**src/rtl/dtrg_pkg.sv**
```systemverilog
// Package for the debug trigger and run status logic
`default_nettype none
package dtrg_pkg;
   // Register offsets on the plain port
   localparam logic [3:0] TRIG_CFG_OFS = 4'h0;
   localparam logic [3:0] RUN_STAT_OFS = 4'h1;
   localparam logic [3:0] DBG_CTRL_OFS = 4'h2;
   // Trigger configuration fields
   localparam int EXEC_QUAL_BIT = 7;
   localparam int START_ON_TRIG_BIT = 6;
   localparam logic [7:0] TRIG_CFG_WMASK = 8'hCF;
   localparam logic [7:0] TRIG_CFG_RST = 8'h00;
   // Status fields
   localparam int MATCH_A_BIT = 7;
   localparam int MATCH_B_BIT = 6;
   localparam int RUN_ACTIVE_BIT = 5;
   // Control fields
   localparam int ENABLE_BIT = 7;
   localparam int ARM_BIT = 6;
   localparam int BREAK_EN_BIT = 4;
   localparam logic [7:0] DBG_CTRL_RST = 8'h00;
   localparam logic [3:0] FIFO_DEPTH = 4'h8;
   // Trigger modes
   typedef enum logic [3:0] {
      TM_A_ONLY = 4'h0,
      TM_A_OR_B = 4'h1,
      TM_A_THEN_B = 4'h2,
      TM_EVT_B = 4'h3,
      TM_A_THEN_EVT_B = 4'h4,
      TM_A_AND_B = 4'h5,
      TM_A_NOT_B = 4'h6,
      TM_INSIDE = 4'h7,
      TM_OUTSIDE = 4'h8
   } dtrg_mode_t;
   // Comparator side inputs
   typedef struct packed {
      logic matchA;
      logic matchB;
      logic execA;
      logic execB;
      logic geA;
      logic leB;
   } dtrg_cmp_t;
   // Register port request
   typedef struct packed {
      logic [3:0] addr;
      logic [7:0] wdata;
      logic wr;
      logic rd;
   } dtrg_bus_t;
endpackage : dtrg_pkg
`default_nettype wire

```
**src/rtl/dtrg_top.sv**
```systemverilog
// Debug trigger configuration and run status logic
//
// Chosen here: the strobed register port and the register addresses.
`default_nettype none
// Notes on behaviour
// - Trigger config always readable, writes ignored while the arm bit is set.
// - Trigger config bits 4 and 5 read zero.
// - Bit 7 set: match counts only if opcode executes; clear: any access.
// - Bit 6: 0 end trace circular, 1 trigger begins storage.
// - Event-only modes ignore bit 6 and act as begin trace.
// - Modes 0..6: A, A or B, A then B, evt B, A then evt B, A and B, A not B.
// - Mode 7 inside A..B inclusive, mode 8 outside.
// - Modes 9..15 never trigger.
// - Run status read only; writes have no effect.
// - Match A flag clears at run start, sets on A match while armed.
// - Match B flag clears at run start, sets on B match while armed.
// - Armed flag mirrors arm bit while enabled.
// - Writing arm 1 while enabled sets armed flag.
// - Run ends on FIFO full in begin trace or trigger in end trace.
// - Writing 0 to arm or enable ends a run.
// - Valid count clears at run start, holds 0..8 words at run end.
// - Valid count does not decrement on FIFO reads.
// - Break on trigger for end trace, on FIFO full for begin trace.
// - Enable cannot be set while secured.
module dtrg_top (
   // Clock and reset
   input wire logic mclk,
   input wire logic rstn,
   // Register port
   input wire dtrg_pkg::dtrg_bus_t bus,
   output logic [7:0] rdata,
   // Comparators and chip state
   input wire dtrg_pkg::dtrg_cmp_t cmp,
   input wire logic secured,
   // FIFO side
   input wire logic fifoStore,
   output logic captureOn,
   output logic storeEn,
   output logic breakReq
);
   import dtrg_pkg::*;

   logic [7:0] trigCfg;
   logic [7:0] ctrl;
   logic matchA;
   logic matchB;
   logic seenA;
   logic [3:0] cnt;
   logic armed;
   logic beginTrace;
   logic evtMode;
   logic qA;
   logic qB;
   logic trig;
   logic fifoFull;
   logic runEnd;
   logic started;
   logic ctrlWr;
   logic [3:0] mode;

   assign ctrlWr = bus.wr && bus.addr == DBG_CTRL_OFS;
   assign armed = ctrl[ARM_BIT] && ctrl[ENABLE_BIT];
   assign mode = trigCfg[3:0];
   assign evtMode = mode == TM_EVT_B || mode == TM_A_THEN_EVT_B;
   assign beginTrace = evtMode || trigCfg[START_ON_TRIG_BIT];
   // Qualified matches
   assign qA = trigCfg[EXEC_QUAL_BIT] ? cmp.execA : cmp.matchA;
   assign qB = trigCfg[EXEC_QUAL_BIT] ? cmp.execB : cmp.matchB;
   assign fifoFull = cnt == FIFO_DEPTH;
   assign started = ctrlWr && bus.wdata[ARM_BIT] && bus.wdata[ENABLE_BIT] && !secured;

   // Trigger decode
   always_comb begin
      case (mode)
         TM_A_ONLY: trig = qA;
         TM_A_OR_B: trig = qA || qB;
         TM_A_THEN_B: trig = seenA && qB;
         TM_EVT_B: trig = qB;
         TM_A_THEN_EVT_B: trig = seenA && qB;
         TM_A_AND_B: trig = qA && qB;
         TM_A_NOT_B: trig = qA && !qB;
         TM_INSIDE: trig = cmp.geA && cmp.leB;
         TM_OUTSIDE: trig = !cmp.geA || !cmp.leB;
         default: trig = 1'b0;
      endcase
   end

   assign runEnd = armed && (beginTrace ? fifoFull : trig);

   // Trigger configuration register
   always_ff @(posedge mclk) begin
      if (!rstn) begin
         trigCfg <= TRIG_CFG_RST;
      end else if (bus.wr && bus.addr == TRIG_CFG_OFS && !ctrl[ARM_BIT]) begin
         trigCfg <= bus.wdata & TRIG_CFG_WMASK;
      end
   end

   // Control register
   always_ff @(posedge mclk) begin
      if (!rstn) begin
         ctrl <= DBG_CTRL_RST;
      end else if (ctrlWr) begin
         ctrl <= bus.wdata;
         ctrl[ENABLE_BIT] <= bus.wdata[ENABLE_BIT] && !secured;
      end else if (runEnd) begin
         ctrl[ARM_BIT] <= 1'b0;
      end
   end

   // A then B sequencing
   always_ff @(posedge mclk) begin
      if (!rstn || started) begin
         seenA <= 1'b0;
      end else if (armed && qA) begin
         seenA <= 1'b1;
      end
   end

   // Match flags, only hardware changes them
   always_ff @(posedge mclk) begin
      if (!rstn || started) begin
         matchA <= 1'b0;
         matchB <= 1'b0;
      end else if (armed) begin
         if (qA) matchA <= 1'b1;
         if (qB) matchB <= 1'b1;
      end
   end

   // Valid word count, blind to FIFO reads
   always_ff @(posedge mclk) begin
      if (!rstn || started) begin
         cnt <= 4'h0;
      end else if (armed && fifoStore && !fifoFull) begin
         cnt <= cnt + 4'h1;
      end
   end

   // Capture gating and break
   always_ff @(posedge mclk) begin
      if (!rstn) begin
         captureOn <= 1'b0;
         storeEn <= 1'b0;
         breakReq <= 1'b0;
      end else begin
         captureOn <= armed && !runEnd;
         if (started || !armed || runEnd) begin
            storeEn <= 1'b0;
         end else if (!beginTrace || trig) begin
            storeEn <= 1'b1;
         end
         breakReq <= runEnd && ctrl[BREAK_EN_BIT];
      end
   end

   // Read data
   always_ff @(posedge mclk) begin
      if (!rstn) begin
         rdata <= 8'h00;
      end else if (bus.rd) begin
         if (bus.addr == TRIG_CFG_OFS) begin
            rdata <= trigCfg;
         end else if (bus.addr == RUN_STAT_OFS) begin
            rdata <= {matchA, matchB, armed, 1'b0, cnt};
         end else if (bus.addr == DBG_CTRL_OFS) begin
            rdata <= ctrl;
         end else begin
            rdata <= 8'h00;
         end
      end else begin
         rdata <= 8'h00;
      end
   end
endmodule : dtrg_top
`default_nettype wire

```
**config.mk**
```make
export PLATFORM = sky130hd
export DESIGN_NAME = dtrg_top
export DESIGN_NICKNAME = d
export VERILOG_FILES = /design/src/rtl/dtrg_pkg.sv /design/src/rtl/dtrg_top.sv
export SDC_FILE = /design/constraint.sdc
export NUM_CORES = 1
export LEC_CHECK = 0
export ABC_CLOCK_PERIOD_IN_PS = 1900
export BUFFER_PORTS_ARGS = -buffer_cell sky130_fd_sc_hd__buf_2
export CAP_MARGIN = 20
export CORE_MARGIN = 1.5
export CORE_UTILIZATION = 52
export CTS_CLUSTER_SIZE = 40
export DETAILED_ROUTE_END_ITERATION = 10
export GPL_TIMING_DRIVEN = 0
export PLACE_DENSITY_LB_ADDON = 0.15
export SYNTH_ARGS = -nofsm -noshare
export SYNTH_HDL_FRONTEND = slang
export SYNTH_SLANG_ARGS = --single-unit
```
**constraint.sdc**
```tcl
create_clock -name mclk -period 1.9 [get_ports mclk]
set_input_delay 0.095 -clock mclk [delete_from_list [all_inputs] [get_ports mclk]]
set_output_delay 0.095 -clock mclk [all_outputs]
set_load 0.01 [all_outputs]
```
==> results of run 1 <==
==> per-stage QoR <==
step / hold WS [ns] / worst slack, ns / cells / power, W / util, %
4_1_cts: 0.00177 / 0.132 / 236 / 0.00131 / 65.7
5_1_grt: 0.0142 / 0.0187 / 236 / 0.00135 / 65.7
6_report: 0.00948 / 0.142 / 236 / 0.00129 / 65.7
3_3_place_gp: 0.335 / 0.190 / 226 / 0.000767 / 61.7
3_5_place_dp: 0.343 / 0.158 / 226 / 0.000770 / 61.7
2_1_floorplan: 0.239 / 0.304 / 162 / 0.000729 / -
==> critical path: stages, from the launching register on <==
cell,delay (ns)
dfxtp_1,0.45
mux2_4,0.35
and3b_2,0.21
o31ai_2,0.27
a21oi_2,0.13
a311oi_1,0.26
==> logic make-up (layout without fill, tap and decap cells) <==
kind of cell / after synthesis / in the layout / synth area share, %
xor gates and xnor gates: 3 / 3 / 1.79
buffers and inverters: 15 / 58 / 5.28
DFF: 31 / 31 / 42.2
AOI/OAI and AO/OA: 27 / 27 / 12.4
muxes: 17 / 17 / 12.8
and+or+nand+nor: 67 / 67 / 23.8
adders and majority gates: 2 / 2 / 1.70
==> sequential cells by signal, summed over array words and instances, names as in the netlist <==
name and cells:
cnt 4, rdata 8, breakReq 1, trigCfg 6, matchB 1, ctrl 8
captureOn 1, storeEn 1, seenA 1
==> cell type report <==
cell class	count	area [um^2]
fillers	235	931
clock buffers	6	51.3
flip-flops and latches	31	621
inverters	8	30.0
well taps	31	38.8
plain buffers	7	47.5
repair buffers	35	185
clock inverters	2	35.0
multi-input cells	116	771
==> metal layers <==
| metal | wire length (um) | global-route usage [%] | part of all wire, % | vias up |
|---|---|---|---|---|
| li1 | - | - | - | 651 |
| met1 | 1410 | 26.2 | 44 | 573 |
| met2 | 1600 | 36.5 | 50 | 32 |
| met3 | 162 | 8.14 | 5.0 | 5 |
| met4 | 44 | 9.52 | 1.4 | 0 |
| met5 | 0 | 0 | 0 | - |
==> synthesized netlist by cell type (2+ instances only) <==
library cell  count  share of area [%]
nor3_1            3                1.0
a21oi_1           5                1.7
clkbuf_1          2               0.51
buf_6             2                1.5
mux2i_1          15                 10
ha_1              2                1.7
inv_1             8                2.0
nor2_1           31                7.9
o22ai_1           5                2.1
nand2_1           8                2.0
o21ai_0           6                2.0
nand3_1           3                1.0
and2_1            2               0.85
a311oi_1          2                1.2
xnor2_1           3                1.8
a31oi_1           2               0.85
o31ai_2           2                1.7
buf_2             2               0.68
o21a_1            2                1.0
dfxtp_1          31                 42
nor2b_1           6                2.6
nand4_1           2               0.85
==> where the power goes <==
group / internal (W) / leakage (nW) / switching, W
logic: 0.0000479 / 0.521 / 0.0000539
registers: 0.000654 / 0.250 / 0.00000372
clock network: 0.000311 / 0.0482 / 0.000223
total: 0.00101 / 0.819 / 0.000280
==> how the worst max path moves through the flow <==
stage,slack [ns],startpoint,endpoint
2_1_floorplan,0.30,trigCfg[0]$_SDFFE_PN0P_,storeEn$_SDFFE_PP0P_
3_3_place_gp,0.19,trigCfg[7]$_SDFFE_PN0P_,ctrl[6]$_SDFFE_PN0P_
3_5_place_dp,0.16,trigCfg[7]$_SDFFE_PN0P_,ctrl[6]$_SDFFE_PN0P_
4_1_cts,0.13,trigCfg[7]$_SDFFE_PN0P_,ctrl[6]$_SDFFE_PN0P_
5_1_grt,0.02,trigCfg[7]$_SDFFE_PN0P_,ctrl[6]$_SDFFE_PN0P_
6_report,0.14,trigCfg[7]$_SDFFE_PN0P_,ctrl[6]$_SDFFE_PN0P_
==> summary.txt, run 1 <==
GRT
  – Vias in the first global route: about 1200
  – Global Route Usage Sum: 22.3%
  – Initial antenna violation count: 0
  – Largest net degree at the start of global routing: 11
  – First-pass GRT wire length: 5.32 mm
  – GR Overflow Total: 0

Worst hold path
  – Hold WC Path Type: in -> reg
  – Hold Crit Depth: 3
  – Worst Hold End: trigCfg[0]$_SDFFE_PN0P_
  – Worst hold path startpoint: bus[2]

Clocking
  – Post-CTS Hold Buffers: 2
  – CTS Sinks: 31
  – CTS resizes: 0
  – Clock Root Buffer: clkbuf_4
  – Post-CTS Setup Bufs: 0
  – Clock transition at path regs: 0.10 ns
  – CTS tree: built
  – Clk_lat worst skew: 0.34 ns
  – Num CTS Buffers: 5
  – H-tree depth: 2
  – CTS Buffer Depth: 2

Synth
  – Synthesized cell area: 0.00147 mm^2
  – Mapped Cells: 162
  – Number of library cell types mapped by synthesis: 40
  – Synth Register Bits: 31
  – Number of synthesized flops with an enable pin: 0
  – Yosys warns: 0
  – Syn_area_per_cell: 9.07 um^2
  – Async set-or-reset flop fraction in the synthesized netlist: 0%
  – Syn nets: 188
  – Synth Flop Type: dfxtp_1
  – Sequential fraction of the synthesis area: 42.2%

Drt
  – DRT Pass-1 Iters: 4
  – Vias/cell: approximately 5.3
  – Wire per inst: 13.6 um
  – ANT nets after route: 0
  – Vias: approximately 1300
  – DRC errors left: 0
  – DRT Wirelength: 3.22 mm
  – Initial DRC Count: 31

Critical path
  – RR Startpoint: trigCfg[7]$_SDFFE_PN0P_
  – CP Class: reg -> reg
  – Critical-path maximum fanout: 4
  – R2r endpoint: ctrl[6]$_SDFFE_PN0P_
  – R2R cell count: 5
  – WP data arrival: about 2.0 ns
  – CP required: between 2 and 2.5 ns
  – R2R setup slack: 0.14 ns
  – CP endpoint kind: register
  – Startpoint types: register

Place
  – DP HPWL: 2.46 mm
  – Placement-stage cell area: roughly 0.0017 mm^2
  – Port Buffers: 33
  – Routability cong.: 0.838

Cells and area
  – Most frequent cells in the layout: buf_2 (35), nor2_1 (31), dfxtp_1 (31)
  – Nets: 230
  – Final Cell Area: 0.00178 mm^2
  – Commonest non-fill, non-tap cell in the layout: buf_2
  – Share of cells above drive strength 1: 26.3%
  – Synthesis-to-finish area growth: 21.1%
  – N_diodes: 0

Timing
  – Final Cycle Share: 92.5%
  – TNS Setup: 0 ns
  – Final min period: 1.76 ns
  – Fmax: 569 MHz
  – Worst-margin pin slew: slightly below 0.6 ns
  – Max-slew violations: 0
  – Clk_skew: between 0.01 and 0.015 ns
  – Endpoints failing setup: 0
  – Relative slew margins: 60.7%
  – Hold Fails Final Rpt: 0
  – RSZ-0062 raised after global routing: no

Floorplan
  – I/O Pins: 35
  – Starting Density: 54.2%
  – Die area: ~0.0032 mm^2
  – Die H: 56.2 um
  – Die Wd: 56.2 um
  – Site Rows: 19
  – Std-Cell Core Area: 0.00271 mm^2

Power and ir drop
  – VDD IR-drop max: between 0.5 and 0.6 mV
  – Leakage power: a little over 0.8 nW
  – Power Density: 727 mW/mm^2

Outcome
  – Status: complete, no violations

Job
  – Max_cap viols: 0
Power figures use the tool's default switching activity.
==> run 2: changes to the inputs <==
--- a/config.mk
+++ b/config.mk
@@ -6,7 +6,7 @@
 export NUM_CORES = 1
 export LEC_CHECK = 0
 export ABC_CLOCK_PERIOD_IN_PS = 1900
-export BUFFER_PORTS_ARGS = -buffer_cell sky130_fd_sc_hd__buf_2
+export BUFFER_PORTS_ARGS = -buffer_cell sky130_fd_sc_hd__buf_4
 export CAP_MARGIN = 20
 export CORE_MARGIN = 1.5
 export CORE_UTILIZATION = 52
==> constraint.sdc (replaced) <==
create_clock -name mclk -period 1.9 [get_ports mclk]
set_input_delay 0.57 -clock mclk [delete_from_list [all_inputs] [get_ports mclk]]
set_output_delay 0.57 -clock mclk [all_outputs]
set_load 0.01 [all_outputs]
==> run 2 against run 1 <==
Count of clock-buffer cells in the layout is the same. Combinational power grew 9%. Clock skew grew 0.0030 ns. Clock power shrank 27%. Worst hold slack gained 0.45 ns. Register-to-register slack is essentially flat. Setup slack gained 0.011 ns. Non-clock buffer count shrank 2. First-iteration DRC count grew 26%. Largest power group unchanged. Highest routed layer unchanged.
==> summary.txt, run 2 (synthesis results as in run 1) <==
Critical path
  – R2R setup slack: 0.15 ns (about the same)
  – Critical-path maximum fanout: 10 (+6)
  – Buf/Inv on CP: 1 (+1)
  – CP startpoint: trigCfg[0]$_SDFFE_PN0P_
  – Largest delay share family, worst path: simple AND/OR/NAND/NOR gates
  – R2R cell count: 6 (+1)
  – Max incr delay on CP: 0.54 ns (+0.09 ns)
  – R2r endpoint: breakReq$_SDFF_PN0_
  – Startpoint types: register
  – WP data arrival: 2.02 ns (about the same)
  – CP required: 2.17 ns (about the same)
  – RR Startpoint: trigCfg[0]$_SDFFE_PN0P_
  – CP Class: reg -> reg
  – CP cell instances: buf_6, or4b_4, mux2i_4, nor3b_2, a21oi_2, and4_1
  – Critical-path top delay cell: or4b_4
  – CP endpoint kind: register

Timing
  – Final min period: 1.75 ns (-0.0110 ns)
  – Fmax: 573 MHz (+0.63%)
  – RSZ-0062 raised after global routing: no
  – Setup ws final: 0.153 ns (+0.0110 ns)
  – Clk_skew: 0.0130 ns (+0.00298 ns)
  – TNS Setup: 0 ns (unchanged)
  – Worst-margin pin slew: 0.585 ns (-0.00164 ns)
  – Relative slew margins: 60.8% (+0.11 points)
  – Hold Fails Final Rpt: 0 (unchanged)
  – Final Cycle Share: 91.9% (-0.58 points)
  – Endpoints failing setup: 0 (unchanged)
  – Max-slew violations: 0 (unchanged)

Place
  – Port Buffers: 33 (unchanged)
  – Placed Cells: 226 (unchanged)
  – Dpl ws: -0.0228 ns (-0.180 ns)
  – Routability cong.: 0.843 (+0.56%)
  – DP HPWL: 2.45 mm (about the same)

GRT
  – Global Route Usage Sum: 22.3% (+0.027 points)
  – First-pass GRT wire length: 5.41 mm (+1.7%)
  – Initial antenna violation count: 0 (unchanged)
  – Vias in the first global route: 1236 (+2.9%)
  – GR Overflow Total: 0 (unchanged)
  – Largest net degree at the start of global routing: 11 (unchanged)

Clocking
  – CTS tree: built
  – CTS Sinks: 31 (unchanged)
  – CTS Buffer Depth: 2 (unchanged)
  – Clock Root Buffer: clkbuf_4
  – Num CTS Buffers: 5 (unchanged)
  – Clock transition at path regs: 0.09 ns (about the same)
  – Post-CTS Hold Buffers: 0 (-2)
  – H-tree depth: 2 (unchanged)
  – Clk_lat worst skew: 0.34 ns (about the same)
  – CTS resizes: 0 (unchanged)
  – Post-CTS Setup Bufs: 0 (unchanged)

Worst hold path
  – Worst Hold End: ctrl[5]$_SDFFE_PN0N_
  – Worst hold path startpoint: bus[7]
  – Hold Crit Depth: 3 (unchanged)
  – Hold WC Path Type: in -> reg

Floorplan
  – Std-Cell Core Area: 0.00271 mm^2 (unchanged)
  – Site Rows: 19 (unchanged)
  – I/O Pins: 35 (unchanged)
  – Die area: 0.00315 mm^2 (unchanged)
  – Die Wd: 56.2 um (unchanged)
  – Die H: 56.2 um (unchanged)
  – Starting Density: 54.2% (unchanged)

Cells and area
  – Nets: 228 (-0.87%)
  – Most frequent cells in the layout: buf_4 (34), nor2_1 (31), dfxtp_1 (31)
  – N_diodes: 0 (unchanged)
  – Commonest non-fill, non-tap cell in the layout: buf_4
  – Largest registers: ctrl (8), rdata (8), trigCfg (6)
  – Layout fillers: 233 (-0.85%)
  – Final cell count without fillers: 233 (-1.3%)
  – Share of cells above drive strength 1: 26.2% (-0.10 points)
  – Synthesis-to-finish area growth: 23.3%

Drt
  – Initial DRC Count: 39 (+26%)
  – DRC errors left: 0 (unchanged)
  – Wire per inst: 13.8 um (+0.97%)
  – DRT Wirelength: 3.21 mm (-0.31%)
  – ANT nets after route: 0 (unchanged)
  – DRT Pass-1 Iters: 4 (unchanged)
  – Vias: 1296 (+2.8%)
  – Vias/cell: 5.56 (+4.1%)

Power and ir drop
  – Final Power: 0.00116 W (-10%)
  – Leakage power: 0.814 nW (-0.58%)
  – Power Density: 639 mW/mm^2 (-12%)
  – VDD IR-drop max: 0.574 mV (+2.6%)

Job
  – Max_cap viols: 0 (unchanged)

Outcome
  – Status: complete, no violations
run 2: area by class of cell:
cell class	count	area [um^2]	share of cell area, %
Tap cell	31	38.8	2.14
Multi-Input combinational cell	116	771	42.5
Inverter	8	30.0	1.66
Timing Repair Buffer	33	248	13.7
Buffer	7	47.5	2.62
Sequential cell	31	621	34.3
Clock inverter	1	5.00	0.276
Clock buffer	6	51.3	2.83
run 2: worst register-to-register path, stage by stage (launching register included):
cell and delay, ns:
dfxtp_1 0.32, buf_6 0.13, or4b_4 0.54, mux2i_4 0.16, nor3b_2 0.08, a21oi_2 0.21
and4_1 0.24
run 2: how the worst max path moves through the flow:
stage	end	cells past startpoint	slack [ns]
final	breakReq$_SDFF_PN0_	6	0.15
after global routing	ctrl[6]$_SDFFE_PN0P_	6	0.09
after CTS	breakReq$_SDFF_PN0_	6	0.16
after detailed placement	storeEn$_SDFFE_PP0P_	6	-0.02
after global placement	storeEn$_SDFFE_PP0P_	6	-0.01
after floorplan	ctrl[6]$_SDFFE_PN0P_	5	0.21
run 2: layer usage:
metal	vias to the layer above	part of all wire [%]	global-route usage (%)
met5	-	0	0
met4	0	1.4	9.18
met2	28	48	36.6
met1	617	45	26.4
met3	6	5.1	7.91
li1	645	-	-
run 2: stage by stage:
| stage | utilization, % | hold WS, ns | area [um^2] |
|---|---|---|---|
| after global placement | 64.8 | 0.453 | 1760 |
| after detailed placement | 64.8 | 0.467 | 1760 |
| after global routing | 66.9 | 0.467 | 1810 |
| after CTS | 66.9 | 0.462 | 1810 |
| after floorplan | - | 0.418 | 1470 |
| final | 66.9 | 0.463 | 1810 |
run 2: power by group:
group	total, W	switching (W)	internal (W)
clock network	0.000390	0.000219	0.000171
registers	0.000658	0.00000372	0.000654
logic	0.000111	0.0000525	0.0000584
total	0.00116	0.000275	0.000884
